<file path="config.mk">
export PLATFORM = sky130hd
export DESIGN_NAME = ram_backup_power_control
export DESIGN_NICKNAME = d
export VERILOG_FILES = /design/src/inc/backup_pkg.sv /design/src/ram_backup_power_control.sv /design/src/input_sync.sv /design/src/arm_tracker.sv
export SDC_FILE = /design/constraint.sdc
export NUM_CORES = 1
export LEC_CHECK = 0
export BUFFER_PORTS_ARGS = -buffer_cell sky130_fd_sc_hd__buf_2
export CORE_AREA = 2 2 60 68
export DETAILED_ROUTE_END_ITERATION = 12
export DIE_AREA = 0 0 62 70
export PLACE_DENSITY = 0.83
export RECOVER_POWER = 100
export REMOVE_ABC_BUFFERS = 1
export SLEW_MARGIN = 20
export SYNTH_ARGS = -nofsm -noshare
export SYNTH_HDL_FRONTEND = slang
export SYNTH_SLANG_ARGS = --single-unit
</file>
<file path="constraint.sdc">
create_clock -name sys_clk -period 2.3 [get_ports sys_clk]
set_input_delay 0.115 -clock sys_clk [delete_from_list [all_inputs] [get_ports sys_clk]]
set_output_delay 0.115 -clock sys_clk [all_outputs]
set_load 0.01 [all_outputs]
</file>
<file path="src/inc/backup_pkg.sv">
// package: shared types and constants for the ram back-up power controller
// assumes: single 10 MHz clock domain, synchronous active-high reset
package backup_pkg;

    // ------------------------------------------------------------
    // register bus
    // ------------------------------------------------------------
    localparam int ADDR_W = 4;
    localparam logic [3:0] OFS_CTRL = 4'h0;
    localparam logic [3:0] OFS_STATUS = 4'h1;
    localparam logic [3:0] OFS_INT_STATUS = 4'h2;
    localparam logic [3:0] OFS_INT_MASK = 4'h3;
    localparam logic [3:0] OFS_RETAIN = 4'h4;

    // ------------------------------------------------------------
    // field positions and reset values
    // ------------------------------------------------------------
    localparam int EV_WAKE = 0;
    localparam int EV_COLD = 1;
    localparam int EV_BACKUP = 2;
    localparam int EV_VDROP = 3;
    localparam int EV_W = 4;
    localparam logic [3:0] INT_MASK_RST = 4'h0;
    localparam logic [7:0] RETAIN_RST = 8'h00;
    localparam logic [3:0] UNDEF_FILL = 4'h0;

    // ------------------------------------------------------------
    // timing
    // ------------------------------------------------------------
    localparam int CLK_HZ = 10_000_000;
    // one machine cycle taken as one clock period
    localparam int MACHINE_CYCLE_NS = 100;
    localparam int RESET_HOLD_CYC = (MACHINE_CYCLE_NS * (CLK_HZ / 1_000_000) + 999) / 1000;

    // ------------------------------------------------------------
    // types
    // ------------------------------------------------------------
    typedef enum logic [1:0]
    {
        ST_RUN = 2'b00,
        ST_BACKUP = 2'b01,
        ST_RESTART = 2'b10
    } power_state_type;

    typedef enum logic [2:0]
    {
        OP_NONE = 3'b000,
        OP_ARM = 3'b001,
        OP_OFF = 3'b010,
        OP_SKIP_BACKUP = 3'b011,
        OP_SW_RESET = 3'b100,
        OP_OTHER = 3'b101
    } cpu_op_type;

    typedef struct packed
    {
        logic valid;
        cpu_op_type op;
    } cpu_instr_type;

    typedef struct packed
    {
        logic pin_reset_n;
        logic watchdog;
        logic vdrop;
        logic vdrop_enable;
        logic wakeup;
    } reset_sources_type;

    typedef struct packed
    {
        logic [3:0] ext_int_ctrl_a;
        logic [3:0] ext_int_ctrl_b;
    } retained_ctrl_type;

endpackage

</file>
<file path="src/ram_backup_power_control.sv">
// ram_backup_power_control: back-up state entry/exit, warm/cold start flag, reset merging
// assumes: cpu core presents one executed instruction per valid cycle and restarts at
// address 0 page 0 when cpu_restart pulses; pins arrive asynchronously
`timescale 1ns/1ns
module ram_backup_power_control
(
    // clock and reset
    input wire logic sys_clk,
    input wire logic rst,
    input wire logic clk_en,
    // cpu core
    input wire backup_pkg::cpu_instr_type instr,
    output logic skip_next,
    output logic cpu_restart,
    output logic cpu_hold,
    output logic backup_flag,
    // reset and wakeup sources
    input wire logic reset_n_pin,
    input wire logic watchdog_reset,
    input wire logic voltage_low,
    input wire logic voltage_detect_enable_pin,
    input wire logic wakeup_pin,
    // clock and core controls
    output logic osc_stop,
    output logic onchip_osc_select,
    output logic ext_osc_run,
    output logic ram_write_block,
    output logic carry_flag_clear,
    output logic interrupt_enable_flag,
    output logic volatile_clear,
    // register bus
    input wire logic [3:0] reg_addr,
    input wire logic [7:0] reg_wdata,
    input wire logic reg_write,
    input wire logic reg_read,
    output logic [7:0] reg_rdata,
    // interrupt
    output logic irq
);

    // ------------------------------------------------------------
    // pin synchronisation
    // ------------------------------------------------------------
    localparam logic [4:0] SYNC_RST = 5'b1_0_0_0_0;

    logic [4:0] pins_sync;
    backup_pkg::reset_sources_type src;

    input_sync #(
        .WIDTH(5),
        .RESET_VALUE(SYNC_RST)
    ) pin_sync_inst (
        .sys_clk(sys_clk),
        .rst(rst),
        .clk_en(clk_en),
        .async_in({reset_n_pin, watchdog_reset, voltage_low, voltage_detect_enable_pin,
            wakeup_pin}),
        .sync_out(pins_sync)
    );

    assign src = pins_sync;

    // ------------------------------------------------------------
    // state and instruction tracking
    // ------------------------------------------------------------
    backup_pkg::power_state_type state;
    backup_pkg::power_state_type next_state;
    logic power_off_go;
    logic armed;
    logic cold_event;
    logic vdrop_hit;
    logic pin_low_seen;
    logic sw_reset_hit;
    logic ctrl_sw_reset;
    logic sw_request;
    logic [3:0] int_status;
    logic [3:0] int_mask;
    logic [3:0] events;
    backup_pkg::retained_ctrl_type retained;
    logic [3:0] ctrl_bits;

    arm_tracker arm_inst (
        .sys_clk(sys_clk),
        .rst(rst),
        .clk_en(clk_en),
        .instr(instr),
        .flush(cold_event || state != backup_pkg::ST_RUN),
        .power_off_go(power_off_go),
        .armed(armed)
    );

    function automatic logic is_op(input backup_pkg::cpu_instr_type i,
        input backup_pkg::cpu_op_type o);
        is_op = i.valid && i.op == o;
    endfunction

    // detector gated by its enable pin
    assign vdrop_hit = src.vdrop && src.vdrop_enable;

    assign sw_reset_hit = is_op(instr, backup_pkg::OP_SW_RESET) && state == backup_pkg::ST_RUN;

    // restart fires when the pin rises after being held low
    assign cold_event = (pin_low_seen && src.pin_reset_n) || !src.pin_reset_n
        || src.watchdog || vdrop_hit || sw_reset_hit || sw_request;

    always_ff @(posedge sys_clk)
    begin
        if (rst)
        begin
            pin_low_seen <= 1'b0;
        end
        else if (clk_en)
        begin
            pin_low_seen <= !src.pin_reset_n;
        end
    end

    // ------------------------------------------------------------
    // power state machine
    // ------------------------------------------------------------
    always_comb
    begin
        next_state = state;
        case (state)
            backup_pkg::ST_RUN:
            begin
                if (power_off_go)
                begin
                    next_state = backup_pkg::ST_BACKUP;
                end
            end
            backup_pkg::ST_BACKUP:
            begin
                if (src.wakeup)
                begin
                    next_state = backup_pkg::ST_RESTART;
                end
            end
            backup_pkg::ST_RESTART:
            begin
                next_state = backup_pkg::ST_RUN;
            end
            default:
            begin
                next_state = backup_pkg::ST_RUN;
            end
        endcase
        // drop or any cold source forces restart, or run while the reset pin is low
        if (cold_event)
        begin
            next_state = src.pin_reset_n ? backup_pkg::ST_RESTART : backup_pkg::ST_RUN;
        end
    end

    always_ff @(posedge sys_clk)
    begin
        if (rst)
        begin
            state <= backup_pkg::ST_RUN;
        end
        else if (clk_en)
        begin
            state <= next_state;
        end
    end

    // ------------------------------------------------------------
    // back-up flag
    // ------------------------------------------------------------
    always_ff @(posedge sys_clk)
    begin
        if (rst)
        begin
            backup_flag <= 1'b0;
        end
        else if (clk_en)
        begin
            if (cold_event)
            begin
                backup_flag <= 1'b0;
            end
            // set on entry, held through wakeup
            else if (power_off_go)
            begin
                backup_flag <= 1'b1;
            end
        end
    end

    assign skip_next = is_op(instr, backup_pkg::OP_SKIP_BACKUP) && backup_flag
        && state == backup_pkg::ST_RUN;

    // unarmed power-off falls through as a plain instruction
    assign cpu_hold = state == backup_pkg::ST_BACKUP || !src.pin_reset_n;

    // ------------------------------------------------------------
    // restart and core side controls
    // ------------------------------------------------------------
    always_ff @(posedge sys_clk)
    begin
        if (rst)
        begin
            cpu_restart <= 1'b1;
            volatile_clear <= 1'b1;
        end
        else if (clk_en)
        begin
            // restart from page 0 address 0 on wakeup or cold start
            cpu_restart <= next_state == backup_pkg::ST_RESTART;
            // volatile state dropped after back-up or reset
            volatile_clear <= next_state == backup_pkg::ST_RESTART;
        end
    end

    // oscillator stops and ram writes blocked in back-up
    always_ff @(posedge sys_clk)
    begin
        if (rst)
        begin
            osc_stop <= 1'b0;
            ram_write_block <= 1'b0;
        end
        else if (clk_en)
        begin
            osc_stop <= next_state == backup_pkg::ST_BACKUP;
            ram_write_block <= next_state == backup_pkg::ST_BACKUP;
        end
    end

    // on-chip oscillator after reset, others stopped, carry cleared
    always_ff @(posedge sys_clk)
    begin
        if (rst)
        begin
            onchip_osc_select <= 1'b1;
            ext_osc_run <= 1'b0;
            carry_flag_clear <= 1'b1;
        end
        else if (clk_en)
        begin
            carry_flag_clear <= cold_event;
            if (cold_event)
            begin
                onchip_osc_select <= 1'b1;
                ext_osc_run <= 1'b0;
            end
            else if (reg_write && reg_addr == backup_pkg::OFS_CTRL)
            begin
                onchip_osc_select <= !reg_wdata[2];
                ext_osc_run <= reg_wdata[2];
            end
        end
    end

    always_ff @(posedge sys_clk)
    begin
        if (rst)
        begin
            interrupt_enable_flag <= 1'b0;
        end
        else if (clk_en)
        begin
            if (cold_event || next_state == backup_pkg::ST_RESTART)
            begin
                interrupt_enable_flag <= 1'b0;
            end
            else if (reg_write && reg_addr == backup_pkg::OFS_CTRL)
            begin
                interrupt_enable_flag <= reg_wdata[0];
            end
        end
    end

    // software-requested reset through control bit 1
    assign ctrl_sw_reset = reg_write && reg_addr == backup_pkg::OFS_CTRL && reg_wdata[1];

    always_ff @(posedge sys_clk)
    begin
        if (rst)
        begin
            sw_request <= 1'b0;
        end
        else if (clk_en)
        begin
            sw_request <= ctrl_sw_reset;
        end
    end

    // retained controls change only on pin reset or software write
    always_ff @(posedge sys_clk)
    begin
        if (rst)
        begin
            retained <= backup_pkg::RETAIN_RST;
        end
        else if (clk_en)
        begin
            if (!src.pin_reset_n)
            begin
                retained <= backup_pkg::RETAIN_RST;
            end
            else if (reg_write && reg_addr == backup_pkg::OFS_RETAIN)
            begin
                retained <= reg_wdata;
            end
        end
    end

    // ------------------------------------------------------------
    // interrupt status and mask
    // ------------------------------------------------------------
    assign events = {vdrop_hit, power_off_go, cold_event, src.wakeup
        && state == backup_pkg::ST_BACKUP};

    always_ff @(posedge sys_clk)
    begin
        if (rst)
        begin
            int_status <= 4'h0;
        end
        else if (clk_en)
        begin
            // set wins over write-one-to-clear
            if (reg_write && reg_addr == backup_pkg::OFS_INT_STATUS)
            begin
                int_status <= (int_status & ~reg_wdata[3:0]) | events;
            end
            else
            begin
                int_status <= int_status | events;
            end
        end
    end

    always_ff @(posedge sys_clk)
    begin
        if (rst)
        begin
            int_mask <= backup_pkg::INT_MASK_RST;
        end
        else if (clk_en && reg_write && reg_addr == backup_pkg::OFS_INT_MASK)
        begin
            int_mask <= reg_wdata[3:0];
        end
    end

    assign irq = |(int_status & int_mask);

    // ------------------------------------------------------------
    // register read
    // ------------------------------------------------------------
    assign ctrl_bits = {1'b0, ext_osc_run, 1'b0, interrupt_enable_flag};

    always_ff @(posedge sys_clk)
    begin
        if (rst)
        begin
            reg_rdata <= 8'h00;
        end
        else if (clk_en)
        begin
            reg_rdata <= 8'h00;
            if (reg_read)
            begin
                case (reg_addr)
                    backup_pkg::OFS_CTRL: reg_rdata <= {4'h0, ctrl_bits};
                    backup_pkg::OFS_STATUS: reg_rdata <= {3'h0, armed, backup_flag,
                        src.vdrop_enable, state};
                    backup_pkg::OFS_INT_STATUS: reg_rdata <= {4'h0, int_status};
                    backup_pkg::OFS_INT_MASK: reg_rdata <= {4'h0, int_mask};
                    backup_pkg::OFS_RETAIN: reg_rdata <= retained;
                    default: reg_rdata <= 8'h00;
                endcase
            end
        end
    end

endmodule

</file>
<file path="src/input_sync.sv">
// input_sync: two-flop synchroniser for a bundle of pin levels
// assumes: inputs asynchronous to sys_clk
`timescale 1ns/1ns
module input_sync #(
    parameter int WIDTH = 1,
    parameter logic [WIDTH-1:0] RESET_VALUE = '0
)
(
    // clock and reset
    input wire logic sys_clk,
    input wire logic rst,
    input wire logic clk_en,
    // data
    input wire logic [WIDTH-1:0] async_in,
    output logic [WIDTH-1:0] sync_out
);

    logic [WIDTH-1:0] stage_one;

    // first stage feeds only the second
    always_ff @(posedge sys_clk)
    begin
        if (rst)
        begin
            stage_one <= RESET_VALUE;
            sync_out <= RESET_VALUE;
        end
        else if (clk_en)
        begin
            stage_one <= async_in;
            sync_out <= stage_one;
        end
    end

endmodule

</file>
<file path="src/arm_tracker.sv">
// arm_tracker: remembers whether the previous executed instruction armed power-off
// assumes: one instr.valid pulse per executed instruction
`timescale 1ns/1ns
module arm_tracker
(
    // clock and reset
    input wire logic sys_clk,
    input wire logic rst,
    input wire logic clk_en,
    // instruction stream
    input wire backup_pkg::cpu_instr_type instr,
    input wire logic flush,
    // result
    output logic power_off_go,
    output logic armed
);

    assign power_off_go = instr.valid && instr.op == backup_pkg::OP_OFF && armed;

    always_ff @(posedge sys_clk)
    begin
        if (rst)
        begin
            armed <= 1'b0;
        end
        else if (clk_en)
        begin
            if (flush)
            begin
                armed <= 1'b0;
            end
            else if (instr.valid)
            begin
                armed <= (instr.op == backup_pkg::OP_ARM);
            end
        end
    end

endmodule

</file>
==> impl_metrics.json, run 1 <==
{
  "cp_max_fo": 40,
  "post_cts_resized": 0,
  "first_pass_iters": 5,
  "routed_wl_um": 4420,
  "cp_cell_sequence": "clkbuf_1 -> a21oi_2 -> a22o_1",
  "fp-row-count": 24,
  "power_leakage_uw": 0.0009000,
  "power_density_nw_per_um2": 659.3,
  "max_slew.worst_pin.slew_ns": 1.754,
  "vdd_drop_max_mv": 0.4129,
  "groute.usage.overall_pct": 21.93,
  "cts_setup_buffers": 0,
  "cts.sink_count": 46,
  "yosysUniqueCellTypes": 45,
  "ant_nets": 0,
  "ys_warn_count": 0,
  "yosys_register_bits": 46,
  "rsz0062_at_grt": "false",
  "portBuffers": 45,
  "cp_slowest_cell": "clkbuf_1",
  "dp_hpwl_um": 3169,
  "wl_per_cell_um": 14.17,
  "endpoint_kind": "flop",
  "dp_slack_ns": 0.7172,
  "layout.cells.most_common": "dfxtp_1",
  "viasPerCell": 5.567,
  "finalWorstSetupSlack_ns": 0.6120,
  "final_cell_mix": "dfxtp_1 (46), nor2_1 (28), buf_2 (24)",
  "ys_top_cells_by_area": "dfxtp_1 (45%), mux2i_1 (7.4%), nor2_1 (5.2%)",
  "finalHoldViolations": 0,
  "synth_cells": 219,
  "pin_count": 46,
  "area_delta_synth_final_pct": 15.22,
  "relSlewSlack_pct": -16.93,
  "grt_pass1_wl_um": 7182,
  "htreeDepth": 2,
  "synth_area_sq_um": 2031,
  "cts-hold-fix-buffers": 0,
  "critPathRequiredTime_ns": 2.50,
  "syn_area_per_cell_sq_um": 9.273,
  "fin_nets": 285,
  "maxCapViolCount": 1,
  "gp_congestion": 0.8172,
  "synthFlopType": "dfxtp_1",
  "cts_buffers": 5,
  "skew_ns": 0.002906,
  "path_buf_inv": 1,
  "timing_max_transition_violations_final": 41,
  "grt_pass1_vias": 1670,
  "start_util_pct": 54.10,
  "synth_top_area_cell": "dfxtp_1",
  "die_y_um": 70,
  "min_path_type": "in -> reg",
  "cts_tree": "yes",
  "clk_latency_ns": 0.30,
  "dr.first_iter.drc_count": 108,
  "fillers": 320,
  "drive_above_1_share_pct": 16.15,
  "period_needed_ns": 1.688,
  "cts.path.max_buffers": 2,
  "cp_top_family": "buffers and inverters",
  "max_stage_delay_ns": 1.23,
  "failed_checks": "capacitance limit, slew limit",
  "min_period_over_period_pct": 73.39,
  "async_flop_share_pct": 0,
  "synthDominantCellAreaShare_pct": 45.35,
  "clk_pin_slew_worst_paths_ns": 0.08,
  "fmax_mhz": 592.4,
  "via_count": 1737,
  "grt_max_degree": 41,
  "start_kind": "input port",
  "die_w_um": 62,
  "root_buffer": "clkbuf_8",
  "outcome": "complete, but fails checks",
  "critPathArrivalTime_ns": 1.88,
  "tns_ns": 0,
  "antenna_found_initial": 0,
  "worstSetupPathType": "in -> reg",
  "coreArea_sq_um": 3754,
  "antennaDiodeCount": 0,
  "grt_overflow": 0,
  "drcViolationCount": 0,
  "synth-edff-count": 0,
  "dieArea_sq_um": 4340,
  "setup_viol": 0,
  "ys_seq_area_share_pct": 45.35
}
[Yosys cell counts (all sizes together), types with 3 or more instances]
cell / n
a21oi: 16
o21ai: 12
nand2: 15
nand3: 6
clkbuf: 4
nand3b: 3
a22o: 9
nor2b: 6
inv: 6
a211o: 3
dfxtp: 46
buf: 9
nor2: 29
mux2i: 15
a22oi: 11
[layer usage]
layer  wire, um  vias up  track usage (%)
met1       1965      809            28.18
li1           -      867                -
met2       2124       56            33.10
met3        255        5            5.741
met4         74        0            10.87
met5          0        -                0
[cells by family after synthesis]
kind of cell    Yosys count  share of synthesized area [%]
buf+inv                  20                          4.867
flops                    46                          45.35
simple gates             79                          22.43
mux                      16                          8.502
compound gates           58                          18.85
[registers in the layout, indices dropped and copies added, names as in the netlist]
signal                   flops
reg_rdata                    8
retained                     8
pin_sync_inst.stage_one      5
pin_sync_inst.sync_out       5
int_mask                     4
int_status                   4
state                        2
arm_inst.armed               1
backup_flag                  1
carry_flag_clear             1
ext_osc_run                  1
interrupt_enable_flag        1
onchip_osc_select            1
pin_low_seen                 1
ram_write_block              1
sw_request                   1
volatile_clear               1
[cell type report]
| type | instances | area [sq um] | share of cell area (%) |
|---|---|---|---|
| multi-input combinational | 153 | 1011 | 43.21 |
| sequential | 46 | 920.9 | 39.36 |
| timing repair buffer | 46 | 206.4 | 8.824 |
| clock buffer | 8 | 110.1 | 4.706 |
| tap | 52 | 65.06 | 2.781 |
| inverter | 7 | 26.28 | 1.123 |
[final timing paths]
check,startpoint,end,slack (ns),cells after the start
worst max-delay path,rst,retained[2]$_SDFFE_PP0P_,0.61,3
worst max register to register,pin_sync_inst.sync_out[4]$_SDFFE_PP1P_,state[1]$_SDFFE_PP0P_,0.65,5
worst min register to register,reg_rdata[2]$_SDFFE_PP0P_,reg_rdata[2]$_SDFFE_PP0P_,0.47,2
worst min-delay path,reset_n_pin,pin_sync_inst.stage_one[4]$_SDFFE_PP1P_,0.02,2
[stage by stage]
step	total power, uW	cell area [sq um]	cells	hold WS, ns	utilization, %
after floorplan	919.1	1958	206	0.1841	-
after global placement	995.6	2256	304	0.3239	60.10
after detailed placement	997.8	2256	304	0.3280	60.10
after CTS	1556	2366	312	0.01867	63.03
after global routing	1602	2340	312	0.01482	62.33
final	1543	2340	312	0.01992	62.33
[report_power, final]
group | internal, uW | total [uW] | switching, uW | leakage [uW]
clock network | 303 | 563 | 260 | 0.0000575
registers | 815 | 829 | 14.3 | 0.000374
logic | 58.2 | 151 | 92.4 | 0.000469
total | 1180 | 1540 | 366 | 0.000900
No activity file was read; power rests on OpenSTA's default activity.
==> run 2, diff against run 1 <==
- ABC_AREA: not set -> 1
- CORE_AREA: 2 2 60 68 -> 2 2 64 72
- DIE_AREA: 0 0 62 70 -> 0 0 66 74
- PLACE_DENSITY: 0.83 -> 0.77
- clock period: 2.3 -> 1.76 ns (I/O delays scaled with it)
==> run 2 against run 1 <==
Against the previous run:
- the flow now finishes without violations
- worst hold slack got worse by 0.010 ns
- critical path type is now reg -> out
- area after synthesis increased by 4.8%
- combinational power increased by 41%
- register-to-register slack got worse by 0.17 ns
==> impl_metrics.json, run 2 <==
{
  "cts.sink_count": 46,
  "grt_pass1_wl_um": 8659,
  "timing_max_transition_violations_final": 0,
  "synth_top_area_cell": "dfxtp_1",
  "die_w_um": 66,
  "max_slew.worst_pin.slew_ns": 0.6509,
  "fin_nets": 365,
  "worstSetupPathType": "reg -> out",
  "ys_seq_area_share_pct": 43.27,
  "grt_pass1_vias": 1996,
  "coreArea_sq_um": 4192,
  "layout.cells.most_common": "nand2_1",
  "power_density_nw_per_um2": 810.6,
  "cts.path.max_buffers": 2,
  "dp_hpwl_um": 3597,
  "rsz0062_at_grt": "false",
  "hold_slack_ns": 0.009594,
  "syn_area_per_cell_sq_um": 7.190,
  "routed_wl_um": 5078,
  "fin_util_pct": 57.25,
  "synth-edff-count": 0,
  "finalHoldViolations": 0,
  "via_count": 2087,
  "grt_overflow": 0,
  "fillers": 449,
  "dpl.cell_count": 385,
  "drive_above_1_share_pct": 12.65,
  "synthTopCellsByCount": "nand2_1 (76), dfxtp_1 (46), nand3_1 (35)",
  "final_cell_mix": "nand2_1 (77), dfxtp_1 (46), nand3_1 (37)",
  "reg_top3": "reg_rdata: 8 flops, retained: 8 flops",
  "fmax_mhz": 730.5,
  "htreeDepth": 2,
  "power_leakage_uw": 0.0009644,
  "start_kind": "flop",
  "cp_max_fo": 4,
  "vdd_drop_max_mv": 0.5818,
  "antenna_found_initial": 0,
  "synthDominantCellAreaShare_pct": 43.27,
  "critPathRequiredTime_ns": 1.67,
  "cts_tree": "yes",
  "final_cells": 394,
  "drcViolationCount": 0,
  "synthFlopType": "dfxtp_1",
  "critPathArrivalTime_ns": 1.28,
  "setup_viol": 0,
  "start_util_pct": 50.78,
  "synthMostInstantiatedCell": "nand2_1",
  "async_flop_share_pct": 0,
  "viasPerCell": 5.297,
  "ys_warn_count": 0,
  "clk_latency_ns": 0.30,
  "die_y_um": 74,
  "skew_ns": 0.003310,
  "period_needed_ns": 1.369,
  "fp-row-count": 25,
  "root_buffer": "clkbuf_8",
  "min_period_over_period_pct": 77.78,
  "gp_congestion": 0.8769,
  "grt_max_degree": 30,
  "dr.first_iter.drc_count": 96,
  "power.total_uw": 1945,
  "endpoint_kind": "output pin",
  "clk_pin_slew_worst_paths_ns": 0.08,
  "wl_per_cell_um": 12.89,
  "portBuffers": 45,
  "antennaDiodeCount": 0,
  "relSlewSlack_pct": 56.56,
  "groute.usage.overall_pct": 23.20,
  "pin_count": 46,
  "dieArea_sq_um": 4884,
  "ys_top_cells_by_area": "dfxtp_1 (43%), nand2_1 (13%), nand3_1 (8.2%)",
  "outcome": "finished, final reports clean",
  "min_path_type": "in -> reg",
  "yosysUniqueCellTypes": 25,
  "tns_ns": 0,
  "synth_cells": 296,
  "cts_buffers": 5,
  "area_delta_synth_final_pct": 12.76,
  "first_pass_iters": 4,
  "post_cts_resized": 0,
  "synth_area_sq_um": 2128,
  "maxCapViolCount": 0,
  "yosys_register_bits": 46,
  "ant_nets": 0
}
-- run 2: changes by cell type after synthesis, moves of 9 or more --
cell     previous run  this run
mux2i_1            15         0
nand2_1            14        76
inv_1               6        19
a22o_1              9         0
nand3_1             6        35
a22oi_1            11         0
a21oi_1            15        34
-- run 2: report_power, final --
part	leakage, uW	switching (uW)	internal, uW
registers	0.000374	20.7	1070
logic	0.000545	145	67.4
clock network	0.0000452	360	281
total	0.000964	526	1420
-- run 2: layout make-up --
| cell class | count | area, sq um | share of cell area, % |
|---|---|---|---|
| clock buffers | 6 | 72.57 | 3.024 |
| clock inverters | 2 | 13.76 | 0.5735 |
| inverters | 25 | 93.84 | 3.910 |
| multi-input cells | 213 | 1010 | 42.08 |
| flip-flops and latches | 46 | 920.9 | 38.37 |
| well taps | 54 | 67.56 | 2.815 |
| repair buffers | 48 | 221.5 | 9.228 |
-- run 2: per-layer routing --
metal / share of wire, % / global-route usage (%) / vias to the layer above
li1: - / - / 1059
met1: 43 / 27.88 / 957
met2: 49 / 40.29 / 63
met3: 5.7 / 5.749 / 8
met4: 2.0 / 8.844 / 0
met5: 0 / 0 / -
-- run 2: worst paths after layout --
path | to | slack (ns) | startpoint | depth (start not counted)
max | skip_next | 0.39 | state[1]$_SDFFE_PP0P_ | 4
min | pin_sync_inst.stage_one[1]$_SDFFE_PP0P_ | 0.01 | voltage_detect_enable_pin | 3
max reg2reg | onchip_osc_select$_SDFFE_PP1P_ | 0.48 | state[1]$_SDFFE_PP0P_ | 6
min reg2reg | reg_rdata[5]$_SDFFE_PP0P_ | 0.46 | retained[5]$_SDFFE_PP0P_ | 2
-- run 2: cell families (layout without fill, tap and decap cells) --
kind of cell | after synthesis | after routing | synth area share [%]
DFF | 46 | 46 | 43.27
and+or+nand+nor | 161 | 161 | 36.10
buffers and inverters | 37 | 81 | 7.466
AOI/OAI and AO/OA | 52 | 52 | 13.17
-- run 2: repair_timing --
| action | CTS | global route |
|---|---|---|
| setup buffers | 0 | 0 |
| hold endpoints to repair | 1 | 0 |
| hold buffers | 1 | 0 |
-- run 2: per-stage QoR --
stage	instance area (sq um)	setup WS (ns)
floorplan	2063	0.6439
global placement	2371	0.4636
detailed placement	2371	0.4384
CTS	2467	0.4143
global route	2400	0.2418
finish	2400	0.3911
-- run 2: worst max-delay path, stage by stage (launching register included) --
cell,delay [ns]
dfxtp_1,0.35
nor2_1,0.22
nand3_1,0.10
nor3_1,0.14
clkbuf_1,0.17
==> run 3, diff against run 2 <==
- CORE_AREA: 2 2 64 72 -> 2 2 67 75
- DIE_AREA: 0 0 66 74 -> 0 0 69 77
- PLACE_DENSITY: 0.77 -> 0.74
- clock period: 1.76 -> 1.2 ns (I/O delays scaled with it)
==> run 3 against run 2 <==
Against the previous run:
- largest power group unchanged
- sequential cell count is the same
- sequential power grew 47%
- clock-buffer cell count is the same
- sequential share of layout area shrank 3.5 points
- power grew 74%
- global-route usage shrank 2.0 points
- core utilization grew 1.2 points
- critical endpoint unchanged
- register-to-register slack lost 0.41 ns
==> impl_metrics.json, run 3 (synthesized netlist as in run 2, its figures left out) <==
{
  "coreArea_sq_um": 4554,
  "fin_nets": 380,
  "clk_pin_slew_worst_paths_ns": 0.08,
  "cp_cell_sequence": "nor2_4 -> nand3_2 -> nor3_2 -> buf_2",
  "cp_slowest_cell": "dfxtp_4",
  "max_slew.worst_pin.slew_ns": 0.4721,
  "endpoint_kind": "output pin",
  "dr.first_iter.drc_count": 144,
  "portBuffers": 45,
  "worstSetupPathType": "reg -> out",
  "max_stage_delay_ns": 0.36,
  "power_leakage_uw": 0.001079,
  "ant_nets": 0,
  "rsz0062_at_grt": "true",
  "grt_max_degree": 30,
  "outcome": "finished, final reports clean",
  "cts_tree": "yes",
  "min_period_over_period_pct": 99.79,
  "power_density_nw_per_um2": 1271,
  "critPathRequiredTime_ns": 1.14,
  "dpl.cell_count": 393,
  "crit_end": "skip_next",
  "vdd_drop_max_mv": 0.9245,
  "cts_buffers": 5,
  "grt_pass1_vias": 2037,
  "start_kind": "flop",
  "via_count": 2108,
  "cp_max_fo": 4,
  "final_cells": 411,
  "reg_top3": "reg_rdata: 8 flops, retained: 8 flops",
  "layout.cells.most_common": "nand2_1",
  "rr_worst_depth": 9,
  "critPathArrivalTime_ns": 1.14,
  "finalWorstSetupSlack_ns": 0.002512,
  "clk_latency_ns": 0.30,
  "grt_pass1_wl_um": 9301,
  "final_cell_mix": "nand2_1 (75), dfxtp_1 (44), nand3_1 (33), a21oi_1 (33), buf_2 (26)",
  "period_needed_ns": 1.197,
  "dp_hpwl_um": 3783,
  "maxCapViolCount": 0,
  "timing_max_transition_violations_final": 0,
  "fp-row-count": 26,
  "rrSetupSlack_ns": 0.07,
  "min_path_type": "in -> reg",
  "skew_ns": 0.006955,
  "pin_count": 46,
  "viasPerCell": 5.129,
  "groute.usage.overall_pct": 21.24,
  "drcViolationCount": 0,
  "antennaDiodeCount": 0,
  "start_util_pct": 46.73,
  "die_w_um": 69,
  "cts.sink_count": 46,
  "die_y_um": 77,
  "routed_wl_um": 5286,
  "finalHoldViolations": 0,
  "dp_slack_ns": 0.02837,
  "wl_per_cell_um": 12.86,
  "fmax_mhz": 835.1,
  "htreeDepth": 2,
  "antenna_found_initial": 0,
  "grt_overflow": 0,
  "root_buffer": "clkbuf_8",
  "relSlewSlack_pct": 68.49,
  "dieArea_sq_um": 5313,
  "rr_endpoint": "onchip_osc_select$_SDFFE_PP1P_",
  "cp-startpoint": "state[1]$_SDFFE_PP0P_",
  "gp_congestion": 0.8709,
  "setup_viol": 0,
  "drive_above_1_share_pct": 21.13,
  "fin_util_pct": 58.43,
  "first_pass_iters": 4,
  "cts.path.max_buffers": 2,
  "area_delta_synth_final_pct": 25.04,
  "r2r-start": "pin_sync_inst.sync_out[4]$_SDFFE_PP1P_"
}
run 3: cell types whose count changed in the layout (fill, tap and decap cells not counted), sizes merged:
cell         delta
buf             +9
bufinv          +2
clkbuf          -2
clkinv          -2
dlygate4sd3     +8
run 3: metal layers:
layer	track usage, %	routed length [um]	up-vias
met5	0	0	-
met4	6.863	64	0
met3	4.336	280	9
met2	35.48	2502	62
met1	27.34	2438	948
li1	-	-	1089
run 3: area by class of cell:
type,count,area (sq um)
clock buffer,6,82.58
timing repair buffer,63,357.8
tap,56,70.07
inverter,25,93.84
fill,466,1893
sequential,46,928.4
multi-input combinational,213,1069
clock inverter,2,60.06
run 3: worst max-delay path, delay by kind of cell (launching register included):
kind / cells / cell delay [ns]
buffers and inverters: 1 / 0.15
flip-flops: 1 / 0.36
AND/OR/NAND/NOR: 3 / 0.33
run 3: power by group:
part	switching [uW]	internal, uW
Clock	525	888
Sequential	31.9	1570
Combinational	232	138
run 3: stage by stage:
step | area (sq um) | power (uW) | setup TNS [ns] | hold WS [ns]
global route | 2661 | 3519 | -0.5753 | 0.05440
detailed placement | 2419 | 1980 | 0 | 0.2837
finish | 2661 | 3383 | 0 | 0.04573
global placement | 2419 | 1972 | 0 | 0.2768
CTS | 2689 | 3418 | -0.06586 | 0.03371
floorplan | 2063 | 1805 | 0 | 0.1224
run 3: what timing repair did:
item                                    in CTS  in global routing
endpoints found under the setup margin       2                 19
hold endpoints to repair                     9                  0
pin swaps                                    3                  4
hold buffers                                 9                  0
resized for setup                            9                 13
buffers inserted                             2                  0
run 3: worst min-delay path by stage:
stage,depth (start not counted),to,from
4_1_cts,3,retained[3]$_SDFFE_PP0P_,reg_wdata[3]
5_1_grt,3,retained[3]$_SDFFE_PP0P_,reg_wdata[3]
6_report,3,retained[3]$_SDFFE_PP0P_,reg_wdata[3]
3_3_place_gp,3,pin_sync_inst.stage_one[4]$_SDFFE_PP1P_,reset_n_pin
3_5_place_dp,3,pin_sync_inst.stage_one[4]$_SDFFE_PP1P_,reset_n_pin
2_1_floorplan,1,reg_rdata[0]$_SDFFE_PP0P_,rst
